$ cat src/design/rct_map.svh
`ifndef RCT_MAP_SVH
`define RCT_MAP_SVH

// ==========================================================
// register offsets on the special function register bus
`define RCT_OFS_CONTROL     8'hc8
`define RCT_OFS_RELOAD_LOW  8'hca
`define RCT_OFS_RELOAD_HIGH 8'hcb
`define RCT_OFS_COUNT_LOW   8'hcc
`define RCT_OFS_COUNT_HIGH  8'hcd

// ==========================================================
// control register field positions
`define RCT_BIT_HIGH_FLAG   7
`define RCT_BIT_LOW_FLAG    6
`define RCT_BIT_LOW_IRQ_EN  5
`define RCT_BIT_CAPTURE_EN  4
`define RCT_BIT_SPLIT       3
`define RCT_BIT_RUN         2
`define RCT_BIT_RESERVED    1
`define RCT_BIT_EXT_CLK     0

// ==========================================================
// reset values, byte maximum and capture-mode wrap value
`define RCT_RST_CONTROL     8'h00
`define RCT_RST_BYTE        8'h00
`define RCT_BYTE_MAX        8'hff
`define RCT_CAPTURE_BASE    8'h00

// ==========================================================
// count clock dividers
`define RCT_SYS_DIV         4'hc
`define RCT_EXT_DIV         3'h7

`endif

$ cat src/design/rct_pkg.sv
package rct_pkg;

  // ========================================================
  // control register layout, bit 7 first
  typedef struct packed {
    logic high_byte_overflow_flag;
    logic low_byte_overflow_flag;
    logic low_byte_irq_enable;
    logic capture_enable;
    logic split_mode_select;
    logic run_control;
    logic reserved;
    logic external_clock_select;
  } rct_ctrl_s;

  // ========================================================
  // one register bus request, sampled on the clock
  typedef struct packed {
    logic [7:0] addr;
    logic [7:0] wdata;
    logic       wr;
    logic       rd;
  } rct_sfr_req_s;

endpackage

$ cat src/design/rct_timer.sv
`timescale 1ns/1ps
`include "rct_map.svh"

// Notes on behaviour
// [RULE1] high flag set on high byte rollover
// [RULE2] high flag requests interrupt when enabled
// [RULE3] flags clear only by software zero write
// [RULE4] low flag set on every low rollover
// [RULE5] low interrupt needs low enable bit
// [RULE6] falling capture pin edge copies count, interrupts
// [RULE7] split bit picks 16-bit or two 8-bit
// [RULE8] run gates all, or high byte in split
// [RULE9] clock: system/12 or external/8 resynchronised
// [RULE10] split: per-byte select system or external; code picks the undivided system clock or the base tick
// [RULE11] reload bytes hold reload or captured value
// [RULE12] overflow reloads from matching reload bytes; code wraps to zero in capture mode
// [RULE13] software writes reserved bit as zero
module rct_timer (
  input  wire logic                  clock_i,
  input  wire logic                  arst_n_i,
  input  wire rct_pkg::rct_sfr_req_s sfr_req_i,
  input  wire logic                  timer_irq_enable_i,
  input  wire logic                  high_byte_clock_select_i,
  input  wire logic                  low_byte_clock_select_i,
  input  wire logic                  ext_clk_i,
  input  wire logic                  capture_input_pin_i,
  output logic [7:0]                 sfr_rdata_o,
  output logic                       irq_o
);

  rct_pkg::rct_ctrl_s ctrl_ff;
  rct_pkg::rct_ctrl_s wr_ctrl;
  logic [7:0]         count_low_byte_ff;
  logic [7:0]         count_high_byte_ff;
  logic [7:0]         reload_low_byte_ff;
  logic [7:0]         reload_high_byte_ff;
  logic [7:0]         nxt_count_low_byte;
  logic [7:0]         nxt_count_high_byte;
  logic [7:0]         reload_low_src;
  logic [7:0]         reload_high_src;
  logic               pin_q_ff;
  logic               sys_tick;
  logic               ext_tick;
  logic               base_tick;
  logic               tick_low;
  logic               tick_high;
  logic               inc_low;
  logic               inc_high;
  logic               low_roll;
  logic               high_roll;
  logic               capture;
  logic               wr_ctrl_hit;

  // ========================================================
  // helpers
  function automatic logic byte_tick(input logic use_sys, input logic base);
    byte_tick = use_sys | base;
  endfunction

  function automatic logic wr_hit(input rct_pkg::rct_sfr_req_s req, input logic [7:0] ofs);
    wr_hit = req.wr && (req.addr == ofs);
  endfunction

  // ========================================================
  // count clock
  rct_prescale u_prescale (
    .clock_i    (clock_i),
    .arst_n_i   (arst_n_i),
    .ext_clk_i  (ext_clk_i),
    .sys_tick_o (sys_tick),
    .ext_tick_o (ext_tick)
  );

  // [RULE9] base clock choice
  assign base_tick = ctrl_ff.external_clock_select ? ext_tick : sys_tick;

  // [RULE10] per-byte clock choice
  assign tick_low  = ctrl_ff.split_mode_select ?
                     byte_tick(low_byte_clock_select_i, base_tick) : base_tick;
  assign tick_high = ctrl_ff.split_mode_select ?
                     byte_tick(high_byte_clock_select_i, base_tick) : base_tick;

  // ========================================================
  // counting structure
  // [RULE7] [RULE8] split and run gating
  assign inc_low  = ctrl_ff.split_mode_select ? tick_low :
                    (ctrl_ff.run_control & tick_low);
  assign inc_high = ctrl_ff.split_mode_select ? (ctrl_ff.run_control & tick_high) :
                    (inc_low && (count_low_byte_ff == `RCT_BYTE_MAX));

  assign low_roll  = inc_low && (count_low_byte_ff == `RCT_BYTE_MAX);
  assign high_roll = inc_high && (count_high_byte_ff == `RCT_BYTE_MAX);

  // in capture mode the reload bytes hold a capture, so the count wraps to zero instead
  assign reload_low_src  = ctrl_ff.capture_enable ? `RCT_CAPTURE_BASE : reload_low_byte_ff;
  assign reload_high_src = ctrl_ff.capture_enable ? `RCT_CAPTURE_BASE : reload_high_byte_ff;

  // [RULE12] reload selection per mode
  always_comb begin
    nxt_count_low_byte = count_low_byte_ff;
    if (wr_hit(sfr_req_i, `RCT_OFS_COUNT_LOW)) begin
      nxt_count_low_byte = sfr_req_i.wdata;
    end else if (low_roll) begin
      if (ctrl_ff.split_mode_select || high_roll) begin
        nxt_count_low_byte = reload_low_src;
      end else begin
        nxt_count_low_byte = `RCT_RST_BYTE;
      end
    end else if (inc_low) begin
      nxt_count_low_byte = count_low_byte_ff + 8'h01;
    end
  end

  always_comb begin
    nxt_count_high_byte = count_high_byte_ff;
    if (wr_hit(sfr_req_i, `RCT_OFS_COUNT_HIGH)) begin
      nxt_count_high_byte = sfr_req_i.wdata;
    end else if (high_roll) begin
      nxt_count_high_byte = reload_high_src;
    end else if (inc_high) begin
      nxt_count_high_byte = count_high_byte_ff + 8'h01;
    end
  end

  always_ff @(posedge clock_i or negedge arst_n_i) begin
    if (!arst_n_i) begin
      count_low_byte_ff  <= `RCT_RST_BYTE;
      count_high_byte_ff <= `RCT_RST_BYTE;
    end else begin
      count_low_byte_ff  <= nxt_count_low_byte;
      count_high_byte_ff <= nxt_count_high_byte;
    end
  end

  // ========================================================
  // capture on the pin's falling edge
  // [RULE6] falling edge detect
  assign capture = ctrl_ff.capture_enable & pin_q_ff & ~capture_input_pin_i;

  always_ff @(posedge clock_i or negedge arst_n_i) begin
    if (!arst_n_i) begin
      pin_q_ff <= 1'b1;
    end else begin
      pin_q_ff <= capture_input_pin_i;
    end
  end

  // a capture beats a software write to the same reload byte
  // [RULE11] reload or captured value
  always_ff @(posedge clock_i or negedge arst_n_i) begin
    if (!arst_n_i) begin
      reload_low_byte_ff  <= `RCT_RST_BYTE;
      reload_high_byte_ff <= `RCT_RST_BYTE;
    end else if (capture) begin
      reload_low_byte_ff  <= count_low_byte_ff;
      reload_high_byte_ff <= count_high_byte_ff;
    end else begin
      if (wr_hit(sfr_req_i, `RCT_OFS_RELOAD_LOW)) begin
        reload_low_byte_ff <= sfr_req_i.wdata;
      end
      if (wr_hit(sfr_req_i, `RCT_OFS_RELOAD_HIGH)) begin
        reload_high_byte_ff <= sfr_req_i.wdata;
      end
    end
  end

  // ========================================================
  // control register
  assign wr_ctrl_hit = wr_hit(sfr_req_i, `RCT_OFS_CONTROL);
  assign wr_ctrl     = rct_pkg::rct_ctrl_s'(sfr_req_i.wdata);

  always_ff @(posedge clock_i or negedge arst_n_i) begin
    if (!arst_n_i) begin
      ctrl_ff <= rct_pkg::rct_ctrl_s'(`RCT_RST_CONTROL);
    end else begin
      // one process owns every field, so the byte keeps a single driver
      if (wr_ctrl_hit) begin
        ctrl_ff.low_byte_irq_enable   <= wr_ctrl.low_byte_irq_enable;
        ctrl_ff.capture_enable        <= wr_ctrl.capture_enable;
        ctrl_ff.split_mode_select     <= wr_ctrl.split_mode_select;
        ctrl_ff.run_control           <= wr_ctrl.run_control;
        ctrl_ff.external_clock_select <= wr_ctrl.external_clock_select;
      end
      // flags: hardware set wins over a software clear in the same cycle
      // [RULE1] [RULE3] high flag
      if (high_roll) begin
        ctrl_ff.high_byte_overflow_flag <= 1'b1;
      end else if (wr_ctrl_hit) begin
        ctrl_ff.high_byte_overflow_flag <= wr_ctrl.high_byte_overflow_flag;
      end
      // [RULE4] [RULE3] low flag
      if (low_roll) begin
        ctrl_ff.low_byte_overflow_flag <= 1'b1;
      end else if (wr_ctrl_hit) begin
        ctrl_ff.low_byte_overflow_flag <= wr_ctrl.low_byte_overflow_flag;
      end
      // [RULE13] reserved bit held at zero
      ctrl_ff.reserved <= 1'b0;
    end
  end

  // ========================================================
  // interrupt request
  // [RULE2] [RULE5] [RULE6] request sources
  always_ff @(posedge clock_i or negedge arst_n_i) begin
    if (!arst_n_i) begin
      irq_o <= 1'b0;
    end else begin
      irq_o <= timer_irq_enable_i &
               (ctrl_ff.high_byte_overflow_flag |
                (ctrl_ff.low_byte_irq_enable & ctrl_ff.low_byte_overflow_flag) |
                capture);
    end
  end

  // ========================================================
  // register read, unmapped addresses read zero
  always_ff @(posedge clock_i or negedge arst_n_i) begin
    if (!arst_n_i) begin
      sfr_rdata_o <= 8'h00;
    end else if (sfr_req_i.rd) begin
      if (sfr_req_i.addr == `RCT_OFS_CONTROL) begin
        sfr_rdata_o <= ctrl_ff;
      end else if (sfr_req_i.addr == `RCT_OFS_RELOAD_LOW) begin
        sfr_rdata_o <= reload_low_byte_ff;
      end else if (sfr_req_i.addr == `RCT_OFS_RELOAD_HIGH) begin
        sfr_rdata_o <= reload_high_byte_ff;
      end else if (sfr_req_i.addr == `RCT_OFS_COUNT_LOW) begin
        sfr_rdata_o <= count_low_byte_ff;
      end else if (sfr_req_i.addr == `RCT_OFS_COUNT_HIGH) begin
        sfr_rdata_o <= count_high_byte_ff;
      end else begin
        sfr_rdata_o <= 8'h00;
      end
    end
  end

endmodule

$ cat src/design/rct_prescale.sv
`timescale 1ns/1ps
`include "rct_map.svh"

module rct_prescale (
  input  wire logic clock_i,
  input  wire logic arst_n_i,
  input  wire logic ext_clk_i,
  output logic      sys_tick_o,
  output logic      ext_tick_o
);

  logic [3:0] sys_cnt_ff;
  logic [2:0] ext_cnt_ff;
  logic       ext_q_ff;
  logic       ext_rise;

  // ========================================================
  // system clock divided by 12
  always_ff @(posedge clock_i or negedge arst_n_i) begin
    if (!arst_n_i) begin
      sys_cnt_ff <= 4'h0;
      sys_tick_o <= 1'b0;
    end else if (sys_cnt_ff == `RCT_SYS_DIV - 4'h1) begin
      sys_cnt_ff <= 4'h0;
      sys_tick_o <= 1'b1;
    end else begin
      sys_cnt_ff <= sys_cnt_ff + 4'h1;
      sys_tick_o <= 1'b0;
    end
  end

  // ========================================================
  // external clock divided by 8, counted on its rising edges
  // the external clock must stay below half the system clock
  assign ext_rise = ext_clk_i & ~ext_q_ff;

  always_ff @(posedge clock_i or negedge arst_n_i) begin
    if (!arst_n_i) begin
      ext_q_ff   <= 1'b0;
      ext_cnt_ff <= 3'h0;
      ext_tick_o <= 1'b0;
    end else begin
      ext_q_ff   <= ext_clk_i;
      ext_tick_o <= ext_rise && (ext_cnt_ff == `RCT_EXT_DIV);
      if (ext_rise) begin
        ext_cnt_ff <= ext_cnt_ff + 3'h1;
      end
    end
  end

endmodule

$ cat config.mk
export PLATFORM = sky130hd
export DESIGN_NAME = rct_timer
export DESIGN_NICKNAME = d
export VERILOG_FILES = /design/src/design/rct_pkg.sv /design/src/design/rct_timer.sv /design/src/design/rct_prescale.sv
export VERILOG_INCLUDE_DIRS = /design/src /design/src/design
export SDC_FILE = /design/constraint.sdc
export NUM_CORES = 1
export LEC_CHECK = 0
export ABC_CLOCK_PERIOD_IN_PS = 2600
export BUFFER_PORTS_ARGS = -buffer_cell sky130_fd_sc_hd__buf_2
export CAP_MARGIN = 20
export CORE_ASPECT_RATIO = 1.5
export CORE_UTILIZATION = 59
export DETAILED_ROUTE_END_ITERATION = 7
export GPL_TIMING_DRIVEN = 0
export HOLD_SLACK_MARGIN = 0.15
export PLACE_DENSITY = 0.8
export RECOVER_POWER = 50
export SYNTH_ARGS = -nofsm -noshare
export SYNTH_HDL_FRONTEND = slang
export SYNTH_SLANG_ARGS = --single-unit
$ cat constraint.sdc
create_clock -name clock_i -period 2.6 [get_ports clock_i]
set_input_delay 0 -clock clock_i [delete_from_list [all_inputs] [get_ports clock_i]]
set_output_delay 0 -clock clock_i [all_outputs]
set_load 0.02 [all_outputs]
==> summary.md <==
| Metric | Value |
|---|---|
| Most frequent cells in the layout | `dfrtp_1 (58), nand2_1 (40), nor2_1 (37), buf_2 (24)` |
| Buf/Inv on CP | `1` |
| Yosys cell types | `57` |
| CTS tree | `built` |
| Simple-gate area share of the yosys netlist | `approximately a fifth` |
| Multi-input logic area | `~1800 µm²` |
| CTS max path bufs | `2` |
| Post-route DRC violation count | `0` |
| Vias per inst | `roughly 6.4` |
| 1st-iter DRT viols | `roughly 420` |
| Syn avg cell area | `9.51 µm²` |
| GRT overflow | `0` |
| Final ANT Viol Nets | `0` |
| Critical path class | `reg2reg` |
| Post-synth top area cell | `dfrtp_1` |
| Top delay family on crit path | `compound AO/OA/AOI/OAI gates` |
| Core Rows | `33` |
| Relative slew slack | `under 10%` |
| Setup bufs post-CTS | `0` |
| Root buf cell | `clkbuf_8` |
| Hold Violations, Final | `0` |
| Slew Limit Fails | `0` |
| Ports | `34` |
| WP data arrival | `roughly 2.7 ns` |
| Async S/R FF share, synth | `100%` |
| Number of fill cells | `between 400 and 500` |
| Cells after Synth | `363` |
| Power density cells | `between 600 and 700 nW/µm²` |
| Max-Cap Viols | `0` |
| Startpoint types | `flop` |
| Post-synth EDFFs | `0` |
| Critical Path RT | `roughly 2.9 ns` |
| CTS resizes | `0` |
| Layout area overhead | `19.5%` |
| Power Total | `approximately 2700 µW` |
| H-Tree Depth | `3` |
| Top FF cell, synth | `dfrtp_1` |
| Total CTS buffers | `9` |
| Via count | `3217` |
| Slowest stage delay, CP | `around 0.57 ns` |
| Die width | `~64 µm` |
| Status | `finished, final reports clean` |
| Synth Area in Adders | `under 10%` |
| Worst-path cell chain | `ha_1, buf_6, and3_1, a41oi_4, a2111oi_4, a211oi_1, nor3_1` |
| First-pass GRT wire length | `about 15000 µm` |
| Synthesized Nets | `just under 400` |
| Yosys top cell area share | `roughly 42%` |
| Clock skew | `around 0.011 ns` |
| Part of the cycle the worst path needs | `between 90% and 100%` |
| Total Routing Usage GR | `roughly 34%` |
| Die height | `approximately 96 µm` |
| Setup TNS | `0 ns` |
| Synth warn | `0` |
| Synthesized cell area | `approximately 3500 µm²` |
| Min-Delay Path Class | `in2reg` |
| Max VDD drop | `approximately 0.00051 V` |
| Core Util, Final | `74.6%` |
| Crit Path Max Fanout | `9` |
| Slew @ Worst Pin | `~1.4 ns` |
| Commonest non-fill, non-tap cell in the layout | `dfrtp_1` |
| Largest cells by area after synthesis | `dfrtp_1 (42%), mux2_2 (5.5%), nand2_1 (4.3%), nor2_1 (4.0%), mux2i_1 (3.8%)` |
| FF+latch area | `roughly 1500 µm²` |
| Crit end category | `flop` |
| Ant diodes | `0` |
| Vias in the first global route | `3213` |
| Total die area | `6170 µm²` |
| Mux contribution to synthesized area | `9.96%` |
| Final GP Congestion | `0.922` |
| Clk Latency, worst-skew pair | `around 0.35 ns` |
| Port bufs | `32` |
| Leakage power | `0.00173 µW` |
| Initial antenna violation count | `0` |
| Placed standard-cell area | `3720 µm²` |
| Largest net degree at the start of global routing | `33` |
| Drt first pass iters | `5` |
| Seq/Total Area, Yosys | `roughly 43%` |
| Fmax | `a little over 400 MHz` |
| Tmin final | `about 2.4 ns` |
| Synth Area in XOR/XNOR | `about 2.3%` |
| Compound-Gate Fraction of Synth Area | `18.7%` |
| Layout cells sized above 1 | `between 10% and 20%` |
| Total Wirelength | `~9600 µm` |
| Largest family of logic cells by synthesized area | `simple AND/OR/NAND/NOR gates` |
| Clock sinks | `59` |
| Wire per inst | `between 15 and 20 µm` |
| Finished Cell Area | `between 4000 and 5000 µm²` |
| Initial core utilization | `between 60% and 70%` |
| Core Area | `roughly 5500 µm²` |
| Hpwl dp | `just under 7000 µm` |
| Critical path's slowest cell | `a2111oi_4` |
| RSZ-0062 raised after global routing | `false` |
| Clock Pin Slew Worst Setup and Hold Paths | `0.07 ns` |
| Flop and latch count out of synthesis | `59` |
| NumNets Final | `between 400 and 500` |
| Final setup viols | `0` |
routing by layer:
metal	vias to the layer above	wire [µm]	share of wire [%]	track usage, %
li1	1462	-	-	-
met1	1547	3630	38	39.0
met2	165	4780	50	56.2
met3	43	631	6.6	5.45
met4	0	517	5.4	26.7
met5	-	0	0	0
state kept, by name (all words and copies together), names as in the netlist:
name	flops
count_high_byte_ff	8
count_low_byte_ff	8
reload_high_byte_ff	8
reload_low_byte_ff	8
sfr_rdata_o	8
ctrl_ff	7
u_prescale.sys_cnt_ff	4
u_prescale.ext_cnt_ff	3
irq_o	1
pin_q_ff	1
u_prescale.ext_q_ff	1
u_prescale.ext_tick_o	1
u_prescale.sys_tick_o	1
where the power goes:
group,internal (µW),switching [µW]
clock network,663,373
registers,1030,122
logic,220,263
total,1910,757
what timing repair did:
action                                 CTS  global route
hold buffers                            19             0
endpoints found under the hold margin  109             0
setup endpoints to repair                0             0
final timing paths:
kind / start / to / slack, ns / cells after the start
max: count_high_byte_ff[1] / count_low_byte_ff[4] / 0.16 / 7
min: sfr_req_i[12] / sfr_rdata_o[7] / 0.17 / 6
max reg2reg: count_high_byte_ff[1] / count_low_byte_ff[4] / 0.16 / 7
min reg2reg: u_prescale.sys_cnt_ff[0] / u_prescale.sys_cnt_ff[0] / 0.47 / 1
max in group asynchronous: arst_n_i / sfr_rdata_o[4] / 0.60 / 3
min in group asynchronous: arst_n_i / reload_high_byte_ff[1] / 0.52 / 2
Yosys cell counts (5+ instances only):
master    number
nor3_1        14
mux2_2        17
and3_1         5
a211oi_1       7
xnor2_1        5
inv_1          6
nand3_1       11
a222oi_1       5
nand2_1       40
o21ai_1        7
o21ai_0       18
a21oi_1       23
dfrtp_1       58
ha_1           5
mux2i_1       13
a31oi_1       14
clkbuf_1      10
nor2_1        37
cell type report:
cell class,instances,share of cell area [%]
plain buffers,20,2.64
clock buffers,12,3.52
clock inverters,4,2.37
inverters,6,0.546
multi-input cells,278,44.7
flip-flops and latches,59,35.8
well taps,70,2.12
repair buffers,52,8.28
logic make-up (layout without fill, tap and decap cells):
group | count (synthesis) | after routing
buf+inv | 26 | 94
flops | 59 | 59
fa+ha+maj | 5 | 5
compound gates | 94 | 94
xor+xnor | 9 | 9
mux | 32 | 32
simple gates | 138 | 138
through the flow:
stage | setup WS, ns | instances | hold WS, ns
floorplan | 0.649 | 363 | -0.296
global placement | 0.294 | 465 | 0.115
detailed placement | 0.267 | 466 | 0.0519
CTS | 0.222 | 501 | 0.157
global route | 0.0962 | 501 | 0.202
finish | 0.162 | 501 | 0.168
worst min-delay path, delay by kind of cell:
kind / cells / cell delay [ns]
and+or+nand+nor: 3 / 0.22
buffers and inverters: 1 / 0.11
AOI/OAI and AO/OA: 2 / 0.16
Power figures use the tool's default switching activity.
